--- config.mk ---
export PLATFORM = sky130hd
export DESIGN_NAME = adsq_top
export DESIGN_NICKNAME = d
export VERILOG_FILES = /design/src/adsq_pkg.sv /design/src/adsq_top.sv
export SDC_FILE = /design/constraint.sdc
export NUM_CORES = 1
export LEC_CHECK = 0
export ABC_CLOCK_PERIOD_IN_PS = 2700
export BUFFER_PORTS_ARGS = -buffer_cell sky130_fd_sc_hd__buf_2
export CAP_MARGIN = 15
export CORE_MARGIN = 1
export CORE_UTILIZATION = 54
export CTS_CLUSTER_SIZE = 24
export DETAILED_ROUTE_END_ITERATION = 10
export PLACE_DENSITY = 0.78
export SYNTH_ARGS = -nofsm -noshare
export SYNTH_HDL_FRONTEND = slang
export SYNTH_SLANG_ARGS = --single-unit
--- constraint.sdc ---
create_clock -name clk -period 2.7 [get_ports clk]
set_clock_uncertainty 0.2 [all_clocks]
set_input_delay 0.405 -clock clk [delete_from_list [all_inputs] [get_ports clk]]
set_output_delay 0.405 -clock clk [all_outputs]
set_load 0.01 [all_outputs]
--- src/adsq_pkg.sv ---
// Shared constants for the converter sequencer and sample buffer
package adsq_pkg;
	// Register offsets (byte addresses)
	localparam logic [7:0] REG_CTRL = 8'h00;
	localparam logic [7:0] REG_CMD = 8'h04;
	localparam logic [7:0] REG_STATUS = 8'h08;
	localparam logic [7:0] REG_RESULT = 8'h0C;
	localparam logic [7:0] REG_BUFCFG = 8'h10;
	localparam logic [7:0] REG_BUFSTART = 8'h14;
	localparam logic [7:0] REG_BUFLEN = 8'h18;
	localparam logic [7:0] REG_BUFPTR = 8'h1C;
	localparam logic [7:0] REG_CLKDIV = 8'h20;
	// Control register fields
	localparam int CTRL_EN = 0;
	localparam int CTRL_CONT = 1;
	localparam int CTRL_RANGE = 2;
	localparam int CTRL_IVL = 3;
	localparam int CTRL_INT_EN = 5;
	localparam int CTRL_CHAN = 6;
	// Command register fields
	localparam int CMD_START = 0;
	localparam int CMD_STOP = 1;
	localparam int CMD_ACC = 2;
	localparam int CMD_ACC_SEL = 3;
	localparam int CMD_BUF_START = 5;
	localparam int CMD_BUF_STOP = 6;
	// Status register fields; bits 0..4 are sticky, write one to clear
	localparam int ST_DONE = 0;
	localparam int ST_HALF = 1;
	localparam int ST_FULL = 2;
	localparam int ST_WRAP = 3;
	localparam int ST_OVF = 4;
	localparam int ST_BUSY = 8;
	localparam int ST_BUF_ACT = 9;
	// Buffer configuration fields
	localparam int BCFG_TIMER = 0;
	localparam int BCFG_RANGE = 3;
	localparam int BCFG_WRAP = 4;
	localparam int BCFG_IRQ = 5;
	localparam int BCFG_SRC = 8;
	// Buffer interrupt selections
	localparam logic [1:0] IRQ_HALF = 2'h0;
	localparam logic [1:0] IRQ_FULL = 2'h1;
	localparam logic [1:0] IRQ_WRAP = 2'h2;
	// Conversion timing in converter clock periods
	localparam logic [5:0] SAMPLE_MULT = 6'h03;
	localparam logic [5:0] CONV_TAIL_CLKS = 6'h0D;
	localparam int unsigned CLK_HZ = 125000000;
	localparam int unsigned CONV_CLK_HZ = 500000;
	localparam logic [15:0] CLKDIV_RST = 16'(CLK_HZ / CONV_CLK_HZ - 1);
	localparam int unsigned MAX_TIMER = 4;
	localparam logic [10:0] BUF_LEN_MAX = 11'h7FF;
	// Reset values
	localparam logic [31:0] CTRL_RST = 32'h0000_0000;
	localparam logic [31:0] BUFCFG_RST = 32'h0000_0000;
	typedef enum logic {ST_IDLE, ST_CONV} adsq_state_e;
	typedef enum logic [1:0] {MD_SINGLE, MD_CONT, MD_ACCUM, MD_BUF} adsq_mode_e;
endpackage

--- src/adsq_top.sv ---
// Converter sequencer with single, continuous, accumulate and sample buffer modes
//
// The plain strobed port and the placing of the registers were chosen for this implementation.
`timescale 1ns/1ns
module adsq_top #(
	parameter int ADDR_W = 16
) (
	// Clock and reset
	input wire logic clk,
	input wire logic rstn,
	// Register port
	input wire logic [7:0] reg_addr,
	input wire logic [31:0] reg_wdata,
	input wire logic reg_wr,
	input wire logic reg_rd,
	output logic [31:0] reg_rdata,
	// Converter core and input multiplexer
	output logic conv_sample,
	output logic conv_latch,
	output logic [2:0] conv_chan,
	output logic conv_range,
	input wire logic [9:0] conv_data,
	// Timer repeat events
	input wire logic [adsq_pkg::MAX_TIMER:0] timer_evt,
	// Sample memory write port
	output logic mem_wr,
	output logic [ADDR_W-1:0] mem_addr,
	output logic [15:0] mem_wdata,
	// Interrupt lines
	output logic conv_irq,
	output logic buf_irq
);
	import adsq_pkg::*;

	function automatic logic [5:0] conv_len(input logic [1:0] sel);
		logic [5:0] ivl;
		ivl = {3'h0, sel, 1'b0} + 6'h02;
		return 6'(ivl * SAMPLE_MULT) + CONV_TAIL_CLKS;
	endfunction

	// Lowest set bit wins, which fixes the storage order of a trigger group
	function automatic logic [2:0] first_set(input logic [7:0] m);
		logic [2:0] r;
		r = 3'h0;
		for (int i = 7; i >= 0; i--) begin
			if (m[i]) begin
				r = 3'(i);
			end
		end
		return r;
	endfunction

	logic [31:0] ctrl_ff;
	logic [31:0] bufcfg_ff;
	logic [15:0] bufstart_ff;
	logic [10:0] buflen_ff;
	logic [15:0] clkdiv_ff;
	logic [15:0] div_cnt_ff;
	adsq_state_e state_ff;
	adsq_mode_e mode_ff;
	logic [5:0] tick_cnt_ff;
	logic [4:0] acc_left_ff;
	logic acc_first_ff;
	logic [7:0] pend_ff;
	logic [13:0] result_ff;
	logic [4:0] flags_ff;
	logic buf_act_ff;
	logic [10:0] ptr_ff;
	logic [2:0] chan_ff;
	logic range_ff;
	logic [31:0] rdata_ff;
	logic mem_wr_ff;
	logic [ADDR_W-1:0] mem_addr_ff;
	logic [15:0] mem_wdata_ff;

	logic cmd_wr;
	logic start_cmd;
	logic acc_cmd;
	logic stop_cmd;
	logic buf_start;
	logic buf_stop;
	logic tick;
	logic conv_end;
	logic trig;
	logic [7:0] src_map;
	logic [2:0] tsel;
	logic buf_wrap;
	logic buf_stall;
	logic [10:0] nxt_ptr;
	logic [7:0] nxt_pend;
	logic [4:0] flag_set;
	logic [4:0] flag_clr;
	logic [4:0] nxt_flags;

	assign cmd_wr = reg_wr && (reg_addr == REG_CMD);
	assign start_cmd = cmd_wr && reg_wdata[CMD_START] && ctrl_ff[CTRL_EN] && !buf_act_ff;
	assign acc_cmd = cmd_wr && reg_wdata[CMD_ACC] && ctrl_ff[CTRL_EN] && !buf_act_ff;
	assign stop_cmd = cmd_wr && reg_wdata[CMD_STOP];
	assign buf_start = cmd_wr && reg_wdata[CMD_BUF_START];
	assign buf_stop = cmd_wr && reg_wdata[CMD_BUF_STOP];
	assign src_map = bufcfg_ff[BCFG_SRC +: 8];
	assign tsel = bufcfg_ff[BCFG_TIMER +: 3];
	assign buf_wrap = bufcfg_ff[BCFG_WRAP];
	// Only timers 0..4 exist; a larger selection never triggers
	assign trig = buf_act_ff && (state_ff == ST_IDLE) && (src_map != 8'h00)
		&& (tsel <= 3'(MAX_TIMER)) && timer_evt[tsel];
	assign tick = (div_cnt_ff == 16'h0000);
	assign conv_end = (state_ff == ST_CONV) && tick && (tick_cnt_ff == 6'h01);
	assign nxt_pend = pend_ff & ~(8'h01 << chan_ff);
	// A zero-length buffer can never take a sample, wrap or not
	assign buf_stall = (ptr_ff >= buflen_ff) && (!buf_wrap || buflen_ff == 11'h000);
	assign nxt_ptr = ptr_ff + 11'h001;

	// Converter clock divider
	always_ff @(posedge clk or negedge rstn) begin
		if (!rstn) begin
			div_cnt_ff <= 16'h0000;
		end else if (tick || state_ff == ST_IDLE) begin
			div_cnt_ff <= clkdiv_ff;
		end else begin
			div_cnt_ff <= div_cnt_ff - 16'h0001;
		end
	end

	// Configuration registers
	always_ff @(posedge clk or negedge rstn) begin
		if (!rstn) begin
			ctrl_ff <= CTRL_RST;
			bufcfg_ff <= BUFCFG_RST;
			bufstart_ff <= 16'h0000;
			buflen_ff <= 11'h000;
			clkdiv_ff <= CLKDIV_RST;
		end else if (reg_wr) begin
			case (reg_addr)
				REG_CTRL: ctrl_ff <= {23'h00_0000, reg_wdata[8:0]};
				REG_BUFCFG: bufcfg_ff <= {16'h0000, reg_wdata[15:0]};
				REG_BUFSTART: bufstart_ff <= reg_wdata[15:0];
				REG_BUFLEN: buflen_ff <= reg_wdata[10:0];
				REG_CLKDIV: clkdiv_ff <= reg_wdata[15:0];
				default: begin
				end
			endcase
		end
	end

	// Conversion sequencer
	always_ff @(posedge clk or negedge rstn) begin
		if (!rstn) begin
			state_ff <= ST_IDLE;
			mode_ff <= MD_SINGLE;
			tick_cnt_ff <= 6'h00;
			acc_left_ff <= 5'h00;
			pend_ff <= 8'h00;
			chan_ff <= 3'h0;
			range_ff <= 1'b0;
		end else if ((stop_cmd && mode_ff != MD_BUF) || (buf_stop && mode_ff == MD_BUF)) begin
			state_ff <= ST_IDLE;
		end else begin
			case (state_ff)
				ST_IDLE: begin
					tick_cnt_ff <= conv_len(ctrl_ff[CTRL_IVL +: 2]);
					if (acc_cmd) begin
						state_ff <= ST_CONV;
						mode_ff <= MD_ACCUM;
						acc_left_ff <= 5'h02 << reg_wdata[CMD_ACC_SEL +: 2];
						chan_ff <= ctrl_ff[CTRL_CHAN +: 3];
						range_ff <= ctrl_ff[CTRL_RANGE];
					end else if (start_cmd) begin
						state_ff <= ST_CONV;
						mode_ff <= ctrl_ff[CTRL_CONT] ? MD_CONT : MD_SINGLE;
						chan_ff <= ctrl_ff[CTRL_CHAN +: 3];
						range_ff <= ctrl_ff[CTRL_RANGE];
					end else if (trig) begin
						state_ff <= ST_CONV;
						mode_ff <= MD_BUF;
						pend_ff <= src_map;
						chan_ff <= first_set(src_map);
						range_ff <= bufcfg_ff[BCFG_RANGE];
					end
				end
				ST_CONV: begin
					if (tick && tick_cnt_ff == 6'h01) begin
						tick_cnt_ff <= conv_len(ctrl_ff[CTRL_IVL +: 2]);
						case (mode_ff)
							MD_SINGLE: state_ff <= ST_IDLE;
							MD_CONT: state_ff <= ST_CONV;
							MD_ACCUM: begin
								acc_left_ff <= acc_left_ff - 5'h01;
								if (acc_left_ff == 5'h01) begin
									state_ff <= ST_IDLE;
								end
							end
							MD_BUF: begin
								pend_ff <= nxt_pend;
								chan_ff <= first_set(nxt_pend);
								if (nxt_pend == 8'h00) begin
									state_ff <= ST_IDLE;
								end
							end
							default: state_ff <= ST_IDLE;
						endcase
					end else if (tick) begin
						tick_cnt_ff <= tick_cnt_ff - 6'h01;
					end
				end
				default: begin
					state_ff <= ST_IDLE;
				end
			endcase
		end
	end

	// Result register
	always_ff @(posedge clk or negedge rstn) begin
		if (!rstn) begin
			result_ff <= 14'h0000;
			acc_first_ff <= 1'b0;
		end else begin
			if (state_ff == ST_IDLE) begin
				acc_first_ff <= 1'b1;
			end else if (conv_end) begin
				acc_first_ff <= 1'b0;
			end
			if (conv_end && mode_ff != MD_BUF) begin
				if (mode_ff == MD_ACCUM && !acc_first_ff) begin
					result_ff <= result_ff + {4'h0, conv_data};
				end else begin
					result_ff <= {4'h0, conv_data};
				end
			end
		end
	end

	// Buffer run state and DMA write
	always_ff @(posedge clk or negedge rstn) begin
		if (!rstn) begin
			buf_act_ff <= 1'b0;
			ptr_ff <= 11'h000;
			mem_wr_ff <= 1'b0;
			mem_addr_ff <= '0;
			mem_wdata_ff <= 16'h0000;
		end else begin
			mem_wr_ff <= 1'b0;
			if (buf_stop) begin
				buf_act_ff <= 1'b0;
			end else if (buf_start) begin
				buf_act_ff <= 1'b1;
			end
			if (buf_start || (reg_wr && reg_addr == REG_BUFPTR)) begin
				ptr_ff <= 11'h000;
			end else if (conv_end && mode_ff == MD_BUF && !buf_stall) begin
				mem_wr_ff <= 1'b1;
				mem_addr_ff <= ADDR_W'(bufstart_ff + {4'h0, ptr_ff, 1'b0});
				mem_wdata_ff <= {6'h00, conv_data};
				if (nxt_ptr == buflen_ff && buf_wrap) begin
					ptr_ff <= 11'h000;
				end else begin
					ptr_ff <= nxt_ptr;
				end
			end
		end
	end

	// Sticky flags; a hardware set beats a same-cycle clear
	always_comb begin
		flag_set = 5'h00;
		flag_set[ST_DONE] = conv_end && (mode_ff == MD_SINGLE || mode_ff == MD_CONT
			|| (mode_ff == MD_ACCUM && acc_left_ff == 5'h01));
		if (conv_end && mode_ff == MD_BUF) begin
			flag_set[ST_OVF] = buf_stall;
			flag_set[ST_HALF] = !buf_stall && nxt_ptr == (buflen_ff >> 1);
			flag_set[ST_FULL] = !buf_stall && nxt_ptr == buflen_ff;
			flag_set[ST_WRAP] = !buf_stall && nxt_ptr == buflen_ff && buf_wrap;
		end
		flag_clr = (reg_wr && reg_addr == REG_STATUS) ? reg_wdata[4:0] : 5'h00;
		nxt_flags = (flags_ff & ~flag_clr) | flag_set;
	end

	always_ff @(posedge clk or negedge rstn) begin
		if (!rstn) begin
			flags_ff <= 5'h00;
		end else begin
			flags_ff <= nxt_flags;
		end
	end

	// Register read, data valid only in the cycle after the strobe
	always_ff @(posedge clk or negedge rstn) begin
		if (!rstn) begin
			rdata_ff <= 32'h0000_0000;
		end else if (reg_rd) begin
			case (reg_addr)
				REG_CTRL: rdata_ff <= ctrl_ff;
				REG_STATUS: rdata_ff <= {22'h00_0000, buf_act_ff, state_ff == ST_CONV,
					3'h0, flags_ff};
				REG_RESULT: rdata_ff <= {18'h0_0000, result_ff};
				REG_BUFCFG: rdata_ff <= bufcfg_ff;
				REG_BUFSTART: rdata_ff <= {16'h0000, bufstart_ff};
				REG_BUFLEN: rdata_ff <= {21'h00_0000, buflen_ff};
				REG_BUFPTR: rdata_ff <= {21'h00_0000, ptr_ff};
				REG_CLKDIV: rdata_ff <= {16'h0000, clkdiv_ff};
				default: rdata_ff <= 32'h0000_0000;
			endcase
		end else begin
			rdata_ff <= 32'h0000_0000;
		end
	end

	assign reg_rdata = rdata_ff;
	assign conv_sample = (state_ff == ST_CONV) && (tick_cnt_ff > CONV_TAIL_CLKS);
	assign conv_latch = conv_end;
	assign conv_chan = chan_ff;
	assign conv_range = range_ff;
	assign mem_wr = mem_wr_ff;
	assign mem_addr = mem_addr_ff;
	assign mem_wdata = mem_wdata_ff;
	assign conv_irq = flags_ff[ST_DONE] && ctrl_ff[CTRL_INT_EN];
	assign buf_irq = flags_ff[ST_OVF]
		|| (bufcfg_ff[BCFG_IRQ +: 2] == IRQ_HALF && flags_ff[ST_HALF])
		|| (bufcfg_ff[BCFG_IRQ +: 2] == IRQ_FULL && flags_ff[ST_FULL])
		|| (bufcfg_ff[BCFG_IRQ +: 2] == IRQ_WRAP && flags_ff[ST_WRAP]);
endmodule

Word-level counts from Yosys, hierarchy flattened
Index checks and enable logic that the tools add are counted.
{"block": "word_totals", "elab_cells": 212, "register_bits": 201, "in_bits": 59}
{"block": "classes", "n_mul": 1, "n_eq_ne": 28, "n_lt_le_gt_ge": 4, "shifts": 2, "n_addsub": 8, "n_reduce_logical": 71, "bitwise_logic": 8, "mux": 68}
{"operator": "16-bit one-hot mux with 8 select lines", "n": 1}
{"operator": "3-bit 2-to-1 mux", "n": 21}
{"operator": "8-bit 2-to-1 mux", "n": 5}
{"operator": "1-bit logical AND", "n": 37}
{"operator": "11-bit 2-to-1 mux", "n": 3}
{"operator": "8-bit by 5-bit equality test with 1-bit output (second input constant)", "n": 4}
{"operator": "32-bit 2-to-1 mux", "n": 1}
{"operator": "5-bit 2-to-1 mux", "n": 4}
{"operator": "1-bit 2-to-1 mux", "n": 18}
{"operator": "16-bit by 12-bit adder with 16-bit output", "n": 1}
{"operator": "8-bit by 4-bit equality test with 1-bit output (second input constant)", "n": 2}
{"operator": "16-bit logical NOT", "n": 1}
{"operator": "8-bit logical NOT", "n": 2}
{"operator": "16-bit 2-to-1 mux", "n": 1}
{"operator": "8-bit one-hot mux with 2 select lines", "n": 1}
{"operator": "16-bit by 1-bit subtractor with 16-bit output (second input constant)", "n": 1}
{"operator": "14-bit by 10-bit adder with 14-bit output", "n": 1}
{"operator": "14-bit 2-to-1 mux", "n": 1}
{"operator": "2-bit AND reduction", "n": 7}
{"operator": "6-bit 2-to-1 mux", "n": 2}
{"operator": "6-bit one-hot mux with 2 select lines", "n": 1}
{"operator": "11-bit by 1-bit adder with 11-bit output (second input constant)", "n": 1}
{"operator": "11-bit by 10-bit equality test with 1-bit output", "n": 1}
{"operator": "11-bit equality test", "n": 1}
{"operator": "44 further kinds", "n": 72}

Depth between registers and ports, before layout
{"block": "logic_depth", "depth_word": 14, "depth_mapped": 11, "mapped_depth_nobuf": 10}

Worst setup path before layout
No wires, ideal clock.
{"block": "synth_timing", "path_kind": "register -> register", "start": "reg buflen_ff[4]", "end": "reg mem_addr_ff[0] (netlist: mem_addr[0])", "setup_ns": 0.127, "path_stages_with_launch": 12, "arrival_ns": 2.572, "path_buffers": 2, "t_required_ns": 2.373, "setup_slack_ns": -0.200, "path_cell_list": "dfrtp_1 clkbuf_1 inv_1 ha_1 a21o_1 a21o_1 a221o_1 a21oi_1 a31oi_2 nor2_8 buf_6 mux2_1"}
{"block": "synth_via", "elab_chain_cells": 6}
{"item": "start, declared", "line_no": "adsq_top.sv:56", "text": "logic [10:0] buflen_ff;"}
{"item": "start signal, assigned", "line_no": "adsq_top.sv:138", "text": "REG_BUFLEN: buflen_ff <= reg_wdata[10:0];"}
{"item": "branches (longest 2 deep; another with 11-bit greater-or-equal comparator)"}
{"item": "1-bit logical AND (*)", "line_no": "adsq_top.sv:111", "text": "assign buf_stall = (ptr_ff >= buflen_ff) && (!buf_wrap || buflen_ff == 11'h000);"}
{"item": "1-bit logical NOT (*)", "line_no": "adsq_top.sv:251", "text": "end else if (conv_end && mode_ff == MD_BUF && !buf_stall) begin"}
{"item": "1-bit logical AND (*)", "line_no": "adsq_top.sv:251"}
{"item": "2-bit AND reduction (no source line) (*)"}
{"item": "end signal, assigned", "line_no": "adsq_top.sv:253", "text": "mem_addr_ff <= ADDR_W'(bufstart_ff + {4'h0, ptr_ff, 1'b0});"}
{"item": "end, declared", "line_no": "adsq_top.sv:73", "text": "logic [ADDR_W-1:0] mem_addr_ff;"}
Every way passes the cells marked *.
A chain may end at the register's enable or synchronous reset.

Worst setup path after layout
{"block": "layout_timing", "start": "reg buflen_ff[4]", "end": "reg mem_addr_ff[15] (netlist: mem_addr[15])"}
Same word-level chain as after synthesis.

==> key figures <==
Status
  – Status: finished, violations left
  – Violated checks: design-rule violations, negative setup slack

Yosys
  – Commonest cells post-synth: dfrtp_1 (179), nand2_1 (96), mux2_2 (78)
  – Number of flops mapped to enable cells by yosys: 0
  – Top-count cell post-synth: dfrtp_1
  – Leading area contributor after synthesis: dfrtp_1
  – Ys Warns: 0
  – Top-area cell type share of the netlist area: 40.3%
  – Cell variety after synth: 81
  – Post-Synthesis Cells: 1127
  – Ys async rst share: 100%
  – Post-synth top flop: dfrtp_1
  – Post-synthesis cell area: 0.0111 mm^2
  – Syn avg cell area: 9.85 um^2
  – Synth Register Bits: 185
  – Area contributors post-synth: dfrtp_1 (40%), mux2_2 (7.9%), ha_1 (4.5%)
  – Post-synthesis sequential area ratio: 41.8%

Critical path
  – Startpoint types: flip-flop
  – Worst reg2reg path depth: 10
  – Worst path slowest cell: a221o_1
  – CP Cell Sequence: inv_1 > ha_1 > a21o_1 > a21o_1 > a221o_1 > a21oi_2 > a31oi_4 > nor2_8 > buf_12 > mux2_2
  – CP top delay family: compound AO/OA/AOI/OAI gates
  – CP max stage delay: 0.37 ns
  – WP buf/inv: 2
  – Worst r2r dst: mem_addr[15]
  – Origin of the critical flop-to-flop path: buflen_ff[4]
  – R2r setup slk: -0.07 ns
  – Crit path DAT: 2.88 ns
  – Kind of end point of the critical path: flip-flop
  – Most used cell, CP: a21o_1
  – Critical setup path kind: flip-flop to flip-flop
  – Maximum fanout along the worst path: 26
  – CP required: 2.81 ns

Clock network
  – Htree depth: 4
  – Clock Tree Buf Depth: 2
  – Clock sinks: 185
  – TritonCTS Buffers: 17
  – Worst-path clk slew: 0.07 ns
  – CTS tree: done
  – Root buf cell: clkbuf_16
  – Worst skew pair latency: 0.44 ns

Detailed routing
  – Detail Route Antenna Nets: 0
  – DR iter-0 viols: 935
  – WL/cell: 20.8 um
  – TritonRoute pass-1 iters: 10
  – Remaining DRCs: 1
  – Total routed wirelength: 32.7 mm
  – Routed vias: 9774
  – Avg Vias per Cell: 6.23

Floorplan
  – Die Area: 0.0211 mm^2
  – Total I/O pin count: 132
  – FP Rows: 52
  – Die X: 145 um
  – CORE AREA: 0.0202 mm^2
  – Die H: 145 um
  – Starting Density: 55.1%

Power and ir drop
  – PnR Total Power: 7790 uW
  – Leak: 0.00607 uW
  – Max IR drop VDD: 0.468 mV
  – Pwr/cell area: 591 mW/mm^2

STA
  – # setup viols final: 30
  – Slew @ Worst Pin: 0.740 ns
  – Period utilization: 102%
  – Count of final max-slew check failures: 0
  – Slew HR: 50.5%
  – Final hold vios: 0
  – Final WS setup: -0.0667 ns
  – Fmax: 361 MHz
  – RSZ-0062 raised after global routing: true
  – Worst hold slack: 0.0255 ns
  – Tmin final: 2.77 ns

Global route
  – Vias in the first global route: 9410
  – Total GRT Usage: 31.1%
  – First-pass GRT wire length: 50.8 mm
  – Largest net degree at the start of global routing: 77
  – Initial antenna violation count: 0
  – Remaining global-route overflow: 0

Finish
  – Antenna diode count: 0
  – Cell area after layout: 0.0132 mm^2
  – Layout cells sized above 1: 27.4%
  – Nets@finish: 1387
  – Fill cells: 1569
  – Storage element area: 0.00464 mm^2
  – Util after Layout: 65.4%
  – Area Growth Syn to Fin: 18.7%
  – Area of the multi-input gates: 0.00606 mm^2

Placement
  – Placed Area: 0.0124 mm^2
  – Final GP Congestion: 0.997
  – Buffers added on ports: 93
  – Post-DP HPWL: 23.7 mm
  – Place WS: -0.144 ns

Min path
  – WHS Endpoint: mem_wdata[6]
  – Hold Path Class: input pin to flip-flop
  – Hold Crit Depth: 2
  – Hold path startpoint: conv_data[6]

Job
  – Max_cap viols: 0
timing repair:
action | CTS | global route
cloned | 0 | 0
buffers inserted | 4 | 5
pin swaps | 5 | 10
setup endpoints to repair | 35 | 52
hold endpoints to repair | 68 | 0
gates resized for setup | 10 | 15
hold buffers | 1 | 0
report_power, final:
group / switching, uW / internal, uW
clock: 1090 / 1530
sequential: 297 / 3010
combinational: 1000 / 862
final cells by class:
cell class	count	area share [%]
Inverter	44	1.25
Clock inverter	8	0.921
Multi-Input combinational cell	836	46.0
Tap cell	270	2.56
Sequential cell	185	35.2
Timing Repair Buffer	202	10.4
Clock buffer	24	3.65
state kept, by name (all words and copies together), names as in the netlist, 2 cells and up:
name / cells
flags_ff: 5
mem_wdata: 10
buflen_ff: 11
ctrl_ff: 9
clkdiv_ff: 16
conv_chan: 3
result_ff: 14
reg_rdata: 16
mode_ff: 2
bufstart_ff: 16
acc_left_ff: 5
ptr_ff: 11
div_cnt_ff: 16
tick_cnt_ff: 6
pend_ff: 8
mem_addr: 16
bufcfg_ff: 16
per-stage QoR:
stage / setup TNS, ns / std cells
after floorplan: -0.217 / 1148
after global placement: -0.145 / 1527
after detailed placement: -1.42 / 1527
after CTS: -1.61 / 1564
after global routing: -4.13 / 1569
final: -1.13 / 1569
how the worst max path moves through the flow:
stage	start	end	slack (ns)	cells past startpoint
after floorplan	buflen_ff[4]	mem_addr[0]	-0.01	11
final	buflen_ff[4]	mem_addr[15]	-0.07	10
after global placement	conv_data[0]	result_ff[10]	-0.02	11
after CTS	buflen_ff[4]	mem_addr[15]	-0.09	10
after global routing	buflen_ff[4]	mem_wdata[1]	-0.16	10
after detailed placement	conv_data[0]	result_ff[10]	-0.14	11
per-layer routing:
metal	global-route usage, %	up-vias	share of wire [%]
met5	0	-	0
met4	14.6	0	4.5
met3	7.18	101	8.7
met2	49.7	508	47
met1	40.3	4773	40
li1	-	4392	-
placed cells by master (no fill, tap or decap), types with 6 or more instances in the layout:
cell type / Yosys / final
mux2i_1: 23 / 23
o21bai_1: 6 / 6
nor3_1: 21 / 21
nor2b_1: 13 / 13
nor4_1: 10 / 10
inv_1: 44 / 42
nand2b_1: 9 / 9
mux2_2: 78 / 78
a31oi_1: 13 / 13
a21oi_1: 68 / 66
ha_1: 40 / 38
mux2_1: 17 / 17
a32oi_1: 10 / 10
nor2_1: 66 / 65
buf_12: 0 / 6
clkbuf_16: 0 / 17
a222oi_1: 15 / 15
and2_1: 8 / 8
a21o_1: 14 / 14
buf_2: 7 / 91
o21ai_1: 5 / 10
a221oi_1: 11 / 11
a22o_1: 6 / 6
nand3_1: 30 / 28
dfstp_2: 6 / 6
conb_1: 1 / 22
buf_4: 22 / 102
nand2_1: 96 / 95
xor2_1: 12 / 12
and3_1: 19 / 19
o41ai_2: 5 / 8
xnor2_1: 40 / 39
o21ai_0: 77 / 71
dfrtp_1: 179 / 178
cells by family after synthesis:
logic type	Yosys count	share of synthesized area [%]
AOI/OAI and AO/OA	284	17.3
xor gates and xnor gates	52	4.10
adders and majority gates	42	4.87
buffers and inverters	127	5.25
DFF	185	41.8
muxes	119	11.9
other	1	0.0338
and+or+nand+nor	317	14.8
(Power assumes the default switching activity.)
